**config.mk**
```make
export PLATFORM = sky130hd
export DESIGN_NAME = wcg_write_clock_ctrl
export DESIGN_NICKNAME = d
export VERILOG_FILES = /design/src/rtl/wcg_pkg.sv /design/src/rtl/wcg_divider.sv /design/src/rtl/wcg_dpll.sv /design/src/rtl/wcg_write_clock_ctrl.sv
export SDC_FILE = /design/constraint.sdc
export NUM_CORES = 1
export LEC_CHECK = 0
export CAP_MARGIN = 20
export CELL_PAD_IN_SITES_DETAIL_PLACEMENT = 1
export CELL_PAD_IN_SITES_GLOBAL_PLACEMENT = 1
export CORE_UTILIZATION = 40
export DETAILED_ROUTE_END_ITERATION = 7
export DONT_BUFFER_PORTS = 1
export GPL_TIMING_DRIVEN = 0
export PLACE_DENSITY = 0.72
export SLEW_MARGIN = 10
export SYNTH_ARGS = -nofsm -noshare
export SYNTH_HDL_FRONTEND = slang
export SYNTH_SLANG_ARGS = --single-unit
```
**constraint.sdc**
```tcl
create_clock -name ref_clk_in -period 9.34 [get_ports ref_clk_in]
set_input_delay 1.868 -clock ref_clk_in [delete_from_list [all_inputs] [get_ports ref_clk_in]]
set_output_delay 1.868 -clock ref_clk_in [all_outputs]
set_load 0.01 [all_outputs]
```
**src/rtl/wcg_pkg.sv**
```systemverilog
// Purpose: shared constants, field layout and config carrier for the
//          write clock output control block
// Assumes: registers are 8 bits wide and sit in the low byte of a word
// Notes:   printed offsets are register indices; byte address = 4 * index

package wcg_pkg;

  // ==========================================================
  // register indices
  localparam logic [7:0] IDX_CLK_CTRL_A = 8'h34;
  localparam logic [7:0] IDX_CLK_CTRL_B = 8'h35;
  localparam logic [7:0] IDX_MOD_CTRL_A = 8'h3D;
  localparam logic [7:0] IDX_MOD_CTRL_B = 8'h3E;
  localparam logic [7:0] IDX_STATUS = 8'h3F;

  // ==========================================================
  // field positions
  localparam int BW_LSB = 5;
  localparam int BYPASS_BIT = 4;
  localparam int DIV_LSB = 1;
  localparam int REF_LSB = 6;
  localparam int POS_LSB = 4;
  localparam int MULT_LSB = 0;
  localparam int LWRT_EN_BIT = 5;
  localparam int LWRT_ON_BIT = 4;
  localparam int GATE_BIT = 3;
  localparam int PAT_LO_LSB = 1;
  localparam int OVR_BIT = 2;
  localparam int FORCED_BIT = 1;
  localparam int PAT_HI_BIT = 0;

  // ==========================================================
  // encodings
  localparam logic [1:0] REF_WOBBLE = 2'h0;
  localparam logic [1:0] REF_WORD = 2'h1;
  localparam logic [1:0] REF_SYSDIV = 2'h2;
  localparam logic [1:0] POS_NONE = 2'h0;
  localparam logic [1:0] POS_PHASE = 2'h2;
  localparam logic [1:0] POS_FILL = 2'h3;
  localparam logic [2:0] PAT_ZERO = 3'h0;
  localparam logic [2:0] PAT_NORMAL = 3'h1;
  localparam logic [2:0] PAT_SHORT = 3'h2;
  localparam logic [2:0] PAT_LONG = 3'h3;
  localparam logic [2:0] PAT_OPC = 3'h5;
  localparam logic [2:0] DIV_ONE = 3'h0;
  localparam logic [2:0] DIV_THREE = 3'h2;

  // ==========================================================
  // run lengths and timing
  localparam logic [3:0] SHORT_RUN = 4'h3;
  localparam logic [3:0] LONG_RUN = 4'hB;
  localparam logic [3:0] OPC_BASE_RUN = 4'h3;
  localparam logic [3:0] OPC_LAST_IDX = 4'h9;
  localparam logic [7:0] SYSDIV_LAST = 8'hBF;  // 192 system clocks
  localparam int CLK_PERIOD_NS = 20;

  // ==========================================================
  // configuration carrier
  typedef struct packed {
    logic [2:0] bw;
    logic bypass;
    logic [2:0] div;
    logic [1:0] ref_src;
    logic [1:0] pos_src;
    logic [3:0] mult;
    logic lwrt_en;
    logic lwrt_on;
    logic gate_force;
    logic [2:0] pat_sel;
    logic override;
    logic forced_on;
  } wcg_cfg_t;

  localparam wcg_cfg_t CFG_RESET = '0;

  // divisor per code
  function automatic logic [4:0] wcg_div_value(input logic [2:0] code);
    case (code)
      3'h0: wcg_div_value = 5'h01;
      3'h1: wcg_div_value = 5'h02;
      3'h2: wcg_div_value = 5'h03;
      3'h3: wcg_div_value = 5'h04;
      3'h4: wcg_div_value = 5'h06;
      3'h5: wcg_div_value = 5'h08;
      3'h6: wcg_div_value = 5'h0C;
      default: wcg_div_value = 5'h10;
    endcase
  endfunction

  // multiplication factor in quarter units; zero for reserved codes
  function automatic logic [10:0] wcg_mult_q(input logic [3:0] code);
    case (code)
      4'h0: wcg_mult_q = 11'h498;  // 294
      4'h1: wcg_mult_q = 11'h310;  // 196
      4'h2: wcg_mult_q = 11'h24C;  // 147
      4'h4: wcg_mult_q = 11'h188;  // 98
      4'h6: wcg_mult_q = 11'h126;  // 73.5
      4'h8: wcg_mult_q = 11'h0C4;  // 49
      4'hA: wcg_mult_q = 11'h093;  // 36.75
      default: wcg_mult_q = 11'h000;
    endcase
  endfunction

  // bandwidth halves per step: 400, 200, 100, 50, 25 Hz
  function automatic logic [2:0] wcg_bw_shift(input logic [2:0] code);
    wcg_bw_shift = (code > 3'h4) ? 3'h4 : code;
  endfunction

endpackage

```
**src/rtl/wcg_divider.sv**
```systemverilog
// Purpose: programmable output divider with a doubled-rate output
// Assumes: src_tick_in marks one half-period of the source clock
// Notes:   doubled output is held low for the odd divisors one and three

`timescale 1ns/100ps

module wcg_divider (
  // clock and reset
  input wire logic ref_clk_in,
  input wire logic sys_rst_in,
  // source and divisor
  input wire logic src_tick_in,
  input wire logic [2:0] div_code_in,
  // divided clocks
  output logic clk_out,
  output logic clk_double_out,
  output logic bit_tick_out
);

  logic [4:0] divisor;
  logic [4:0] cnt_r;
  logic dbl_avail;
  logic at_end;
  logic at_half;

  assign divisor = wcg_pkg::wcg_div_value(div_code_in);
  assign dbl_avail = div_code_in != wcg_pkg::DIV_ONE
    && div_code_in != wcg_pkg::DIV_THREE;
  assign at_end = cnt_r >= divisor - 5'h01;
  assign at_half = cnt_r == (divisor >> 1) - 5'h01;

  // ==========================================================
  // counter wraps at or above divisor minus one, so a smaller new divisor
  // cannot strand it
  always_ff @(posedge ref_clk_in) begin
    if (sys_rst_in) begin
      cnt_r <= '0;
    end else if (src_tick_in) begin
      cnt_r <= at_end ? 5'h00 : cnt_r + 5'h01;
    end
  end

  // main output toggles every divisor source half-periods
  always_ff @(posedge ref_clk_in) begin
    if (sys_rst_in) begin
      clk_out <= 1'b0;
      bit_tick_out <= 1'b0;
    end else begin
      bit_tick_out <= src_tick_in && at_end && !clk_out;
      if (src_tick_in && at_end) begin
        clk_out <= ~clk_out;
      end
    end
  end

  // doubled output toggles at the half and at the end of each count
  always_ff @(posedge ref_clk_in) begin
    if (sys_rst_in || !dbl_avail) begin
      clk_double_out <= 1'b0;
    end else if (src_tick_in && (at_end || at_half)) begin
      clk_double_out <= ~clk_double_out;
    end
  end
endmodule

```
**src/rtl/wcg_dpll.sv**
```systemverilog
// Purpose: digital loop that multiplies the reference into a tick stream
// Assumes: reference arrives as one-cycle ticks on the system clock
// Notes:   nco rate adjusts once per reference tick

`timescale 1ns/100ps

module wcg_dpll #(
  parameter int STEP_W = 24,
  parameter int ADJ_SHIFT = 8,
  parameter logic [23:0] STEP_INIT = 24'h100000
) (
  // clock and reset
  input wire logic ref_clk_in,
  input wire logic sys_rst_in,
  // loop inputs
  input wire logic ref_tick_in,
  input wire logic [10:0] mult_q_in,
  input wire logic [2:0] bw_shift_in,
  input wire logic signed [6:0] pos_err_in,
  // output tick
  output logic pll_tick_out
);

  logic [STEP_W-1:0] acc_r;
  logic [STEP_W-1:0] step_r;
  logic [STEP_W:0] acc_sum;
  logic [11:0] count_q_r;
  logic signed [13:0] corr;
  logic signed [STEP_W-1:0] adj;

  // ==========================================================
  // nco: carry out of the accumulator is the output tick
  assign acc_sum = {1'b0, acc_r} + {1'b0, step_r};

  always_ff @(posedge ref_clk_in) begin
    if (sys_rst_in) begin
      acc_r <= '0;
      pll_tick_out <= 1'b0;
    end else begin
      acc_r <= acc_sum[STEP_W-1:0];
      pll_tick_out <= acc_sum[STEP_W];
    end
  end

  // count output ticks per reference period, in quarter units
  always_ff @(posedge ref_clk_in) begin
    if (sys_rst_in) begin
      count_q_r <= '0;
    end else if (ref_tick_in) begin
      count_q_r <= '0;
    end else if (pll_tick_out && count_q_r < 12'hFF0) begin
      count_q_r <= count_q_r + 12'h004;
    end
  end

  // frequency error minus position error drives the step toward lock
  assign corr = $signed({3'h0, mult_q_in}) - $signed({2'h0, count_q_r})
    - 14'(pos_err_in);
  assign adj = (STEP_W'(corr) <<< ADJ_SHIFT) >>> bw_shift_in;

  // reserved multiplier leaves the rate where it is
  always_ff @(posedge ref_clk_in) begin
    if (sys_rst_in) begin
      step_r <= STEP_INIT;
    end else if (ref_tick_in && mult_q_in != 11'h000) begin
      step_r <= step_r + adj;
    end
  end

endmodule

```
**src/rtl/wcg_write_clock_ctrl.sv**
```systemverilog
// Purpose: write clock reference select, divider, gating and pattern out
// Assumes: apb slave, zero wait states, byte address = 4 * index
// Notes:   reference pins are synchronised; other inputs share the clock
//
// Overview of operation
// - override clear: write clock follows the clock gate force bit or the data flow flag.
// - override set: write clock off if forced-on is 0, running if 1.
// - pattern 000 zero, 001 modulated data, 010 short run, 011 long run.
// - pattern 101 emits runs 3-3-4-4-5-5-6-6-7-7 repeating.
// - pattern select top bit is bit 0 of modulator control b.
// - reference chosen from three sources by a multiplexer.
// - digital loop multiplies reference and steers away position error.
// - loop output can be replaced by another source, bypassing it.
// - bypass bit 4 set derives the write clock from the system clock.
// - bits 7..5 set loop bandwidth 400 down to 25 Hz.
// - bits 3..1 set divisor 1,2,3,4,6,8,12,16.
// - doubled write clock exists except for divisors one and three.
// - reference codes: wobble, word clock, system clock over 192.
// - control b holds position source in 5..4, multiplier in 3..0.
// - position source 00 none, 10 phase error, 11 fill level.
// - multiplier codes give 294,196,147,98,73.5,49,36.75.
// - gate force 0 runs clock only with data flow; 1 always.
// - pattern select low bits sit in bits 2 and 1 of control a.

`timescale 1ns/100ps

module wcg_write_clock_ctrl #(
  parameter int ADDR_W = 12
) (
  // clock and reset
  input wire logic ref_clk_in,
  input wire logic sys_rst_in,
  // apb slave
  input wire logic psel,
  input wire logic penable,
  input wire logic pwrite,
  input wire logic [ADDR_W-1:0] paddr,
  input wire logic [31:0] pwdata,
  output logic [31:0] prdata,
  output logic pready,
  output logic pslverr,
  // reference pins
  input wire logic wobble_carrier_pulse_in,
  input wire logic word_clock_in,
  // encoder side, same clock
  input wire logic data_flow_flag_in,
  input wire logic write_active_flag_in,
  input wire logic modulated_data_in,
  input wire logic [6:0] phase_position_error_in,
  input wire logic [6:0] buffer_fill_level_in,
  // write channel
  output logic write_clock_out,
  output logic write_clock_double_out,
  output logic write_data_out,
  output logic laser_enable_out
);

  wcg_pkg::wcg_cfg_t cfg_r;
  logic [ADDR_W-3:0] reg_idx;
  logic idx_ok;
  logic wr_en;
  logic [7:0] rd_nxt;
  logic [1:0] pin_sync1_r;
  logic [1:0] pin_sync2_r;
  logic [1:0] pin_prev_r;
  logic [1:0] pin_tick;
  logic [7:0] sysdiv_cnt_r;
  logic sysdiv_tick;
  logic ref_tick;
  logic signed [6:0] pos_err;
  logic pll_tick;
  logic src_tick;
  logic div_clk;
  logic div_dbl;
  logic bit_tick;
  logic clock_run;
  logic [3:0] run_cnt_r;
  logic [3:0] opc_idx_r;
  logic [3:0] run_len;
  logic pat_level_r;
  logic data_nxt;

  // ==========================================================
  // apb decode: zero wait, word aligned, unmapped answers with error
  assign reg_idx = paddr[ADDR_W-1:2];
  assign idx_ok = paddr[1:0] == 2'h0 && (
    reg_idx == (ADDR_W-2)'(wcg_pkg::IDX_CLK_CTRL_A) ||
    reg_idx == (ADDR_W-2)'(wcg_pkg::IDX_CLK_CTRL_B) ||
    reg_idx == (ADDR_W-2)'(wcg_pkg::IDX_MOD_CTRL_A) ||
    reg_idx == (ADDR_W-2)'(wcg_pkg::IDX_MOD_CTRL_B) ||
    reg_idx == (ADDR_W-2)'(wcg_pkg::IDX_STATUS));
  assign pready = 1'b1;
  assign pslverr = psel && penable && !idx_ok;
  assign wr_en = psel && penable && pwrite && idx_ok;

  // only defined fields are stored; reserved bits fall away
  always_ff @(posedge ref_clk_in) begin
    if (sys_rst_in) begin
      cfg_r <= wcg_pkg::CFG_RESET;
    end else if (wr_en) begin
      case (reg_idx[7:0])
        wcg_pkg::IDX_CLK_CTRL_A: begin
          cfg_r.bw <= pwdata[wcg_pkg::BW_LSB +: 3];
          cfg_r.bypass <= pwdata[wcg_pkg::BYPASS_BIT];
          cfg_r.div <= pwdata[wcg_pkg::DIV_LSB +: 3];
        end
        wcg_pkg::IDX_CLK_CTRL_B: begin
          cfg_r.ref_src <= pwdata[wcg_pkg::REF_LSB +: 2];
          cfg_r.pos_src <= pwdata[wcg_pkg::POS_LSB +: 2];
          cfg_r.mult <= pwdata[wcg_pkg::MULT_LSB +: 4];
        end
        wcg_pkg::IDX_MOD_CTRL_A: begin
          cfg_r.lwrt_en <= pwdata[wcg_pkg::LWRT_EN_BIT];
          cfg_r.lwrt_on <= pwdata[wcg_pkg::LWRT_ON_BIT];
          cfg_r.gate_force <= pwdata[wcg_pkg::GATE_BIT];
          cfg_r.pat_sel[1:0] <= pwdata[wcg_pkg::PAT_LO_LSB +: 2];
        end
        wcg_pkg::IDX_MOD_CTRL_B: begin
          cfg_r.override <= pwdata[wcg_pkg::OVR_BIT];
          cfg_r.forced_on <= pwdata[wcg_pkg::FORCED_BIT];
          cfg_r.pat_sel[2] <= pwdata[wcg_pkg::PAT_HI_BIT];
        end
        default: begin
        end
      endcase
    end
  end

  // read mux; reserved and upper bits read as zero
  always_comb begin
    rd_nxt = 8'h00;
    case (reg_idx[7:0])
      wcg_pkg::IDX_CLK_CTRL_A: rd_nxt = {cfg_r.bw, cfg_r.bypass, cfg_r.div,
        1'b0};
      wcg_pkg::IDX_CLK_CTRL_B: rd_nxt = {cfg_r.ref_src, cfg_r.pos_src,
        cfg_r.mult};
      wcg_pkg::IDX_MOD_CTRL_A: rd_nxt = {2'h0, cfg_r.lwrt_en, cfg_r.lwrt_on,
        cfg_r.gate_force, cfg_r.pat_sel[1:0], 1'b0};
      wcg_pkg::IDX_MOD_CTRL_B: rd_nxt = {5'h00, cfg_r.override,
        cfg_r.forced_on, cfg_r.pat_sel[2]};
      wcg_pkg::IDX_STATUS: rd_nxt = {4'h0, pat_level_r, laser_enable_out,
        write_clock_double_out, clock_run};
      default: rd_nxt = 8'h00;
    endcase
  end

  // read data captured in the setup phase so it stands for the access
  always_ff @(posedge ref_clk_in) begin
    if (sys_rst_in) begin
      prdata <= 32'h00000000;
    end else if (psel && !penable) begin
      prdata <= (idx_ok && !pwrite) ? {24'h000000, rd_nxt} : 32'h00000000;
    end
  end

  // ==========================================================
  // reference pins: two flops, then an edge detect on the second
  for (genvar g = 0; g < 2; g++) begin : g_pin
    always_ff @(posedge ref_clk_in) begin
      if (sys_rst_in) begin
        pin_sync1_r[g] <= 1'b0;
        pin_sync2_r[g] <= 1'b0;
        pin_prev_r[g] <= 1'b0;
      end else begin
        pin_sync1_r[g] <= g == 0 ? wobble_carrier_pulse_in : word_clock_in;
        pin_sync2_r[g] <= pin_sync1_r[g];
        pin_prev_r[g] <= pin_sync2_r[g];
      end
    end
    assign pin_tick[g] = pin_sync2_r[g] && !pin_prev_r[g];
  end

  // system clock over 192 as the third reference
  always_ff @(posedge ref_clk_in) begin
    if (sys_rst_in) begin
      sysdiv_cnt_r <= 8'h00;
    end else begin
      sysdiv_cnt_r <= sysdiv_tick ? 8'h00 : sysdiv_cnt_r + 8'h01;
    end
  end
  assign sysdiv_tick = sysdiv_cnt_r == wcg_pkg::SYSDIV_LAST;

  // reference multiplexer; reserved code gives no reference at all
  always_comb begin
    case (cfg_r.ref_src)
      wcg_pkg::REF_WOBBLE: ref_tick = pin_tick[0];
      wcg_pkg::REF_WORD: ref_tick = pin_tick[1];
      wcg_pkg::REF_SYSDIV: ref_tick = sysdiv_tick;
      default: ref_tick = 1'b0;
    endcase
  end

  // position error source
  always_comb begin
    case (cfg_r.pos_src)
      wcg_pkg::POS_NONE: pos_err = 7'sh00;
      wcg_pkg::POS_PHASE: pos_err = phase_position_error_in;
      wcg_pkg::POS_FILL: pos_err = buffer_fill_level_in;
      default: pos_err = 7'sh00;
    endcase
  end

  wcg_dpll u_dpll (
    .ref_clk_in(ref_clk_in),
    .sys_rst_in(sys_rst_in),
    .ref_tick_in(ref_tick),
    .mult_q_in(wcg_pkg::wcg_mult_q(cfg_r.mult)),
    .bw_shift_in(wcg_pkg::wcg_bw_shift(cfg_r.bw)),
    .pos_err_in(pos_err),
    .pll_tick_out(pll_tick)
  );

  // bypass substitutes the system clock for the loop output
  assign src_tick = cfg_r.bypass ? 1'b1 : pll_tick;

  wcg_divider u_div (
    .ref_clk_in(ref_clk_in),
    .sys_rst_in(sys_rst_in),
    .src_tick_in(src_tick),
    .div_code_in(cfg_r.div),
    .clk_out(div_clk),
    .clk_double_out(div_dbl),
    .bit_tick_out(bit_tick)
  );

  // ==========================================================
  // gating: override wins over the normal gate and the data flow flag
  assign clock_run = cfg_r.override ? cfg_r.forced_on
    : (cfg_r.gate_force || data_flow_flag_in);

  always_ff @(posedge ref_clk_in) begin
    if (sys_rst_in) begin
      write_clock_out <= 1'b0;
      write_clock_double_out <= 1'b0;
      laser_enable_out <= 1'b0;
    end else begin
      write_clock_out <= div_clk && clock_run;
      write_clock_double_out <= div_dbl && clock_run;
      laser_enable_out <= cfg_r.lwrt_on
        || (cfg_r.lwrt_en && write_active_flag_in);
    end
  end

  // ==========================================================
  // test patterns advance one bit per write clock period
  always_comb begin
    case (cfg_r.pat_sel)
      wcg_pkg::PAT_SHORT: run_len = wcg_pkg::SHORT_RUN;
      wcg_pkg::PAT_LONG: run_len = wcg_pkg::LONG_RUN;
      wcg_pkg::PAT_OPC: run_len = wcg_pkg::OPC_BASE_RUN
        + {1'b0, opc_idx_r[3:1]};
      default: run_len = wcg_pkg::SHORT_RUN;
    endcase
  end

  always_ff @(posedge ref_clk_in) begin
    if (sys_rst_in) begin
      run_cnt_r <= 4'h0;
      opc_idx_r <= 4'h0;
      pat_level_r <= 1'b0;
    end else if (cfg_r.pat_sel != wcg_pkg::PAT_OPC
        && opc_idx_r != 4'h0 && bit_tick) begin
      opc_idx_r <= 4'h0;
      run_cnt_r <= 4'h0;
    end else if (bit_tick) begin
      if (run_cnt_r >= run_len - 4'h1) begin
        run_cnt_r <= 4'h0;
        pat_level_r <= ~pat_level_r;
        if (cfg_r.pat_sel == wcg_pkg::PAT_OPC) begin
          opc_idx_r <= opc_idx_r == wcg_pkg::OPC_LAST_IDX ? 4'h0
            : opc_idx_r + 4'h1;
        end
      end else begin
        run_cnt_r <= run_cnt_r + 4'h1;
      end
    end
  end

  // reserved codes hold the output low
  always_comb begin
    case (cfg_r.pat_sel)
      wcg_pkg::PAT_ZERO: data_nxt = 1'b0;
      wcg_pkg::PAT_NORMAL: data_nxt = modulated_data_in;
      wcg_pkg::PAT_SHORT: data_nxt = pat_level_r;
      wcg_pkg::PAT_LONG: data_nxt = pat_level_r;
      wcg_pkg::PAT_OPC: data_nxt = pat_level_r;
      default: data_nxt = 1'b0;
    endcase
  end

  always_ff @(posedge ref_clk_in) begin
    if (sys_rst_in) begin
      write_data_out <= 1'b0;
    end else begin
      write_data_out <= data_nxt;
    end
  end
endmodule

```
==> key figures <==
Global routing
  • Vias in the first global route: 7,848
  • Global-route wire length before repair: slightly below 40,000 um
  • Grt total ovfl: 0
  • GRT Total Usage: a little over a fifth
  • Initial antenna violation count: 0
  • Largest net degree at the start of global routing: 17

Yosys
  • Flops & latches, synth: 123
  • Async SR Flop Fraction: 0%
  • Post-synth EDFFs: 0
  • Seq/Total Area, Yosys: around 28%
  • Synth Flop Type: dfxtp_1
  • Syn Inst Count: around 1.1k
  • Yosys cell types: 74
  • Yosys warns: 0
  • Syn_area_per_cell: 8.095 um^2
  • Cell area after synthesis: approximately 0.0089 mm^2

Detailed routing
  • First DRT Iteration DRCs: about 300
  • Drt first pass iters: 4
  • Drt total wl: between 20,000 and 25,000 um
  • Wire per inst: approximately 17 um
  • Via Count: roughly 7.9k
  • Vias/cell: between 5 and 6
  • DRC Markers: 0
  • DRT antenna net count: 0

Pwr
  • Worst IR Drop VDD: 0.1218 mV
  • Leak: 4.330 nW
  • Pwr per Cell Area: roughly 130 mW/mm^2

STA
  • RSZ-0062 raised after global routing: false
  • Worst Skew: between 0.01 and 0.015 ns
  • Slew @ Worst Pin: roughly 1.1 ns
  • FMAX: around 140 MHz
  • Min Tclk post-route: approximately 7.3 ns
  • Final setup TNS: 0 ns
  • Hold Slack: 0.4433 ns
  • Slew Limit Fails: 0
  • Final-report setup violation count: 0
  • Tcrit/Tclk final: 77.80%
  • Final Hold Viols: 0
  • Slew HR: a little under a quarter

Die
  • Die Span X: roughly 150 um
  • Starting density of the core: between 40% and 50%
  • Total core area: 0.02182 mm^2
  • Rows: between 50 and 60
  • Die footprint: approximately 0.023 mm^2
  • Top Ports: between 100 and 150
  • Die Height: about 150 um

Min path
  • Hold endpoint: pin_sync2_r[0]
  • Tightest Hold Check Type: reg2reg
  • Hold wc startpoint: pin_sync1_r[0]
  • Hold depth: 1

Clock network
  • TritonCTS buffer count: 17
  • CTS Hold Bufs: 0
  • Clock sinks: about 120
  • Post CTS Setup Buffer Count: 0
  • Clock Pin Slew Worst Setup and Hold Paths: around 0.060 ns
  • Max clock buf depth: 2
  • Root Buffer: clkbuf_16
  • Skew-Pair Late Insertion Delay: about 0.42 ns
  • CTS-repair resized insts: 0
  • CTS tree: built
  • H-tree depth: 4

Final layout
  • # diodes: 0
  • Final net count: approximately 1.3k
  • Most common cell after layout, fill and taps aside: nor2_1
  • Area grow syn2layout: 11.77%
  • Commonest cells after routing, fill and taps aside: 161 x nor2_1, 123 x dfxtp_1, 85 x ha_1
  • # fillers: approximately 2.7k
  • Share of cells above drive strength 1: 7.792%

Placed design
  • Detailed Place HPWL: 18,830 um
  • RePlAce Congestion: 0.8428
  • PortBufs: 0

Setup path
  • Reg-to-Reg Start: cfg_r[9]
  • Worst EP arrival: roughly 7.6 ns
  • Worst path slowest cell: nor4bb_1
  • CP Class: reg2reg
  • R2R cell count: 28
  • Crit-path max FO: 10
  • Slowest stage delay, CP: around 0.66 ns
  • FF-to-FF setup slack: 2.07 ns
  • Cell mode on critical path: o21ai_0
  • WP data required: around 9.7 ns
  • Worst setup SP type: flop
  • Crit. End Element: flop
  • Reg-to-Reg End: u_dpll.step_r[23]

Run
  • Maximum Capacitance Violations: 0

Run status
  • Status: completed
cell type report:
type,instances,area [um^2],share of cell area (%)
clock buffer,21,450.4,4.530
tap,280,350.3,3.523
clock inverter,8,145.1,1.460
sequential,123,2462,24.76
inverter,45,173.9,1.749
multi-input combinational,889,6007,60.41
buffer,69,354.1,3.561
cells in the mapped netlist (3+ instances only):
cell type	number	area [um^2]
a211oi_1	9	67.56
a21boi_0	4	30.03
a21o_1	37	277.8
a21oi_1	75	375.4
a221o_1	5	50.05
a221oi_1	4	35.03
a22o_1	6	52.55
a22oi_1	8	60.06
a31o_2	3	26.28
a31oi_1	9	56.30
a41oi_1	3	26.28
and2_1	6	37.54
and3_1	9	56.30
buf_1	6	22.52
buf_4	25	187.7
clkbuf_1	37	138.9
dfxtp_1	123	2462
fa_1	3	60.06
ha_1	85	1064
inv_1	43	161.4
mux2_2	15	168.9
mux2i_1	34	340.3
nand2_1	61	229.0
nand2b_1	16	100.1
nand3_1	24	120.1
nand3b_1	10	75.07
nand4_1	12	75.07
nor2_1	161	604.3
nor2b_1	25	156.4
nor3_1	31	155.2
nor4_1	7	43.79
o2111ai_1	3	26.28
o21a_1	14	105.1
o21ai_0	41	205.2
o21ai_1	5	25.02
o21bai_1	3	22.52
o31a_1	3	26.28
or2_2	9	56.30
or3_1	8	50.05
xnor2_1	43	376.6
xor2_1	30	262.8
worst max-delay path by stage:
stage / to / slack (ns) / cells past startpoint / start
2_1_floorplan: u_dpll.step_r[23] / 3.15 / 21 / buffer_fill_level_in[1]
3_3_place_gp: u_dpll.step_r[23] / 2.36 / 28 / cfg_r[9]
3_5_place_dp: u_dpll.step_r[23] / 2.22 / 28 / cfg_r[9]
4_1_cts: u_dpll.step_r[23] / 2.13 / 28 / cfg_r[9]
5_1_grt: u_dpll.step_r[23] / 1.64 / 30 / cfg_r[9]
6_report: u_dpll.step_r[23] / 2.07 / 28 / cfg_r[9]
critical path, delay by kind of cell, from the launching register on:
family                   cells  cell delay [ns]
XOR/XNOR                     1             0.16
flip-flops                   1             0.36
AND/OR/NAND/NOR              7             1.66
buffers and inverters        2             0.61
AO/OA/AOI/OAI               12             2.53
multiplexers                 3             0.95
adder cells (fa/ha/maj)      3             0.88
flip-flops by register name, summed over array words and instances, names as in the netlist:
signal,count
u_dpll.acc_r,23
laser_enable_out,1
run_cnt_r,4
u_div.cnt_r,5
pin_sync1_r,2
cfg_r,23
pat_level_r,1
write_clock_double_out,1
u_div.clk_out,1
prdata,8
write_data_out,1
pin_sync2_r,2
write_clock_out,1
u_dpll.step_r,23
u_dpll.count_q_r,10
sysdiv_cnt_r,8
pin_prev_r,2
u_div.clk_double_out,1
u_div.bit_tick_out,1
opc_idx_r,4
u_dpll.pll_tick_out,1
layer usage:
metal	global-route usage, %	routed length (um)	up-vias	share of wire, %
met5	0	0	-	0
li1	-	-	3930	-
met3	4.578	947	25	3.9
met4	6.400	365	0	1.5
met1	26.84	11470	3777	47
met2	38.46	11750	134	48
metrics by stage:
stage	instances	area [um^2]	util [%]	power, W	worst slack, ns
floorplan	1126	8997	-	0.0006055	3.154
global placement	1406	9348	42.83	0.0006206	2.358
detailed placement	1406	9348	42.83	0.0006230	2.220
CTS	1435	9943	45.56	0.001312	2.134
global route	1435	9943	45.56	0.001345	1.640
finish	1435	9943	45.56	0.001301	2.074
where the power goes:
group	total, W	internal, W	switching, W
clock network	0.000688	0.000448	0.000241
registers	0.000537	0.000533	0.00000452
logic	0.0000754	0.0000302	0.0000452
logic make-up (layout without fill, tap and decap cells):
family / after synthesis / count (layout) / share of synthesized area [%]
AND/OR/NAND/NOR: 393 / 393 / 21.17
AO/OA/AOI/OAI: 253 / 253 / 18.75
flip-flops: 123 / 123 / 27.68
buffers and inverters: 114 / 143 / 5.935
adder cells (fa/ha/maj): 88 / 88 / 12.63
XOR/XNOR: 73 / 73 / 7.187
multiplexers: 53 / 53 / 6.568
other: 2 / 29 / 0.08442
(Power assumes the default switching activity.)
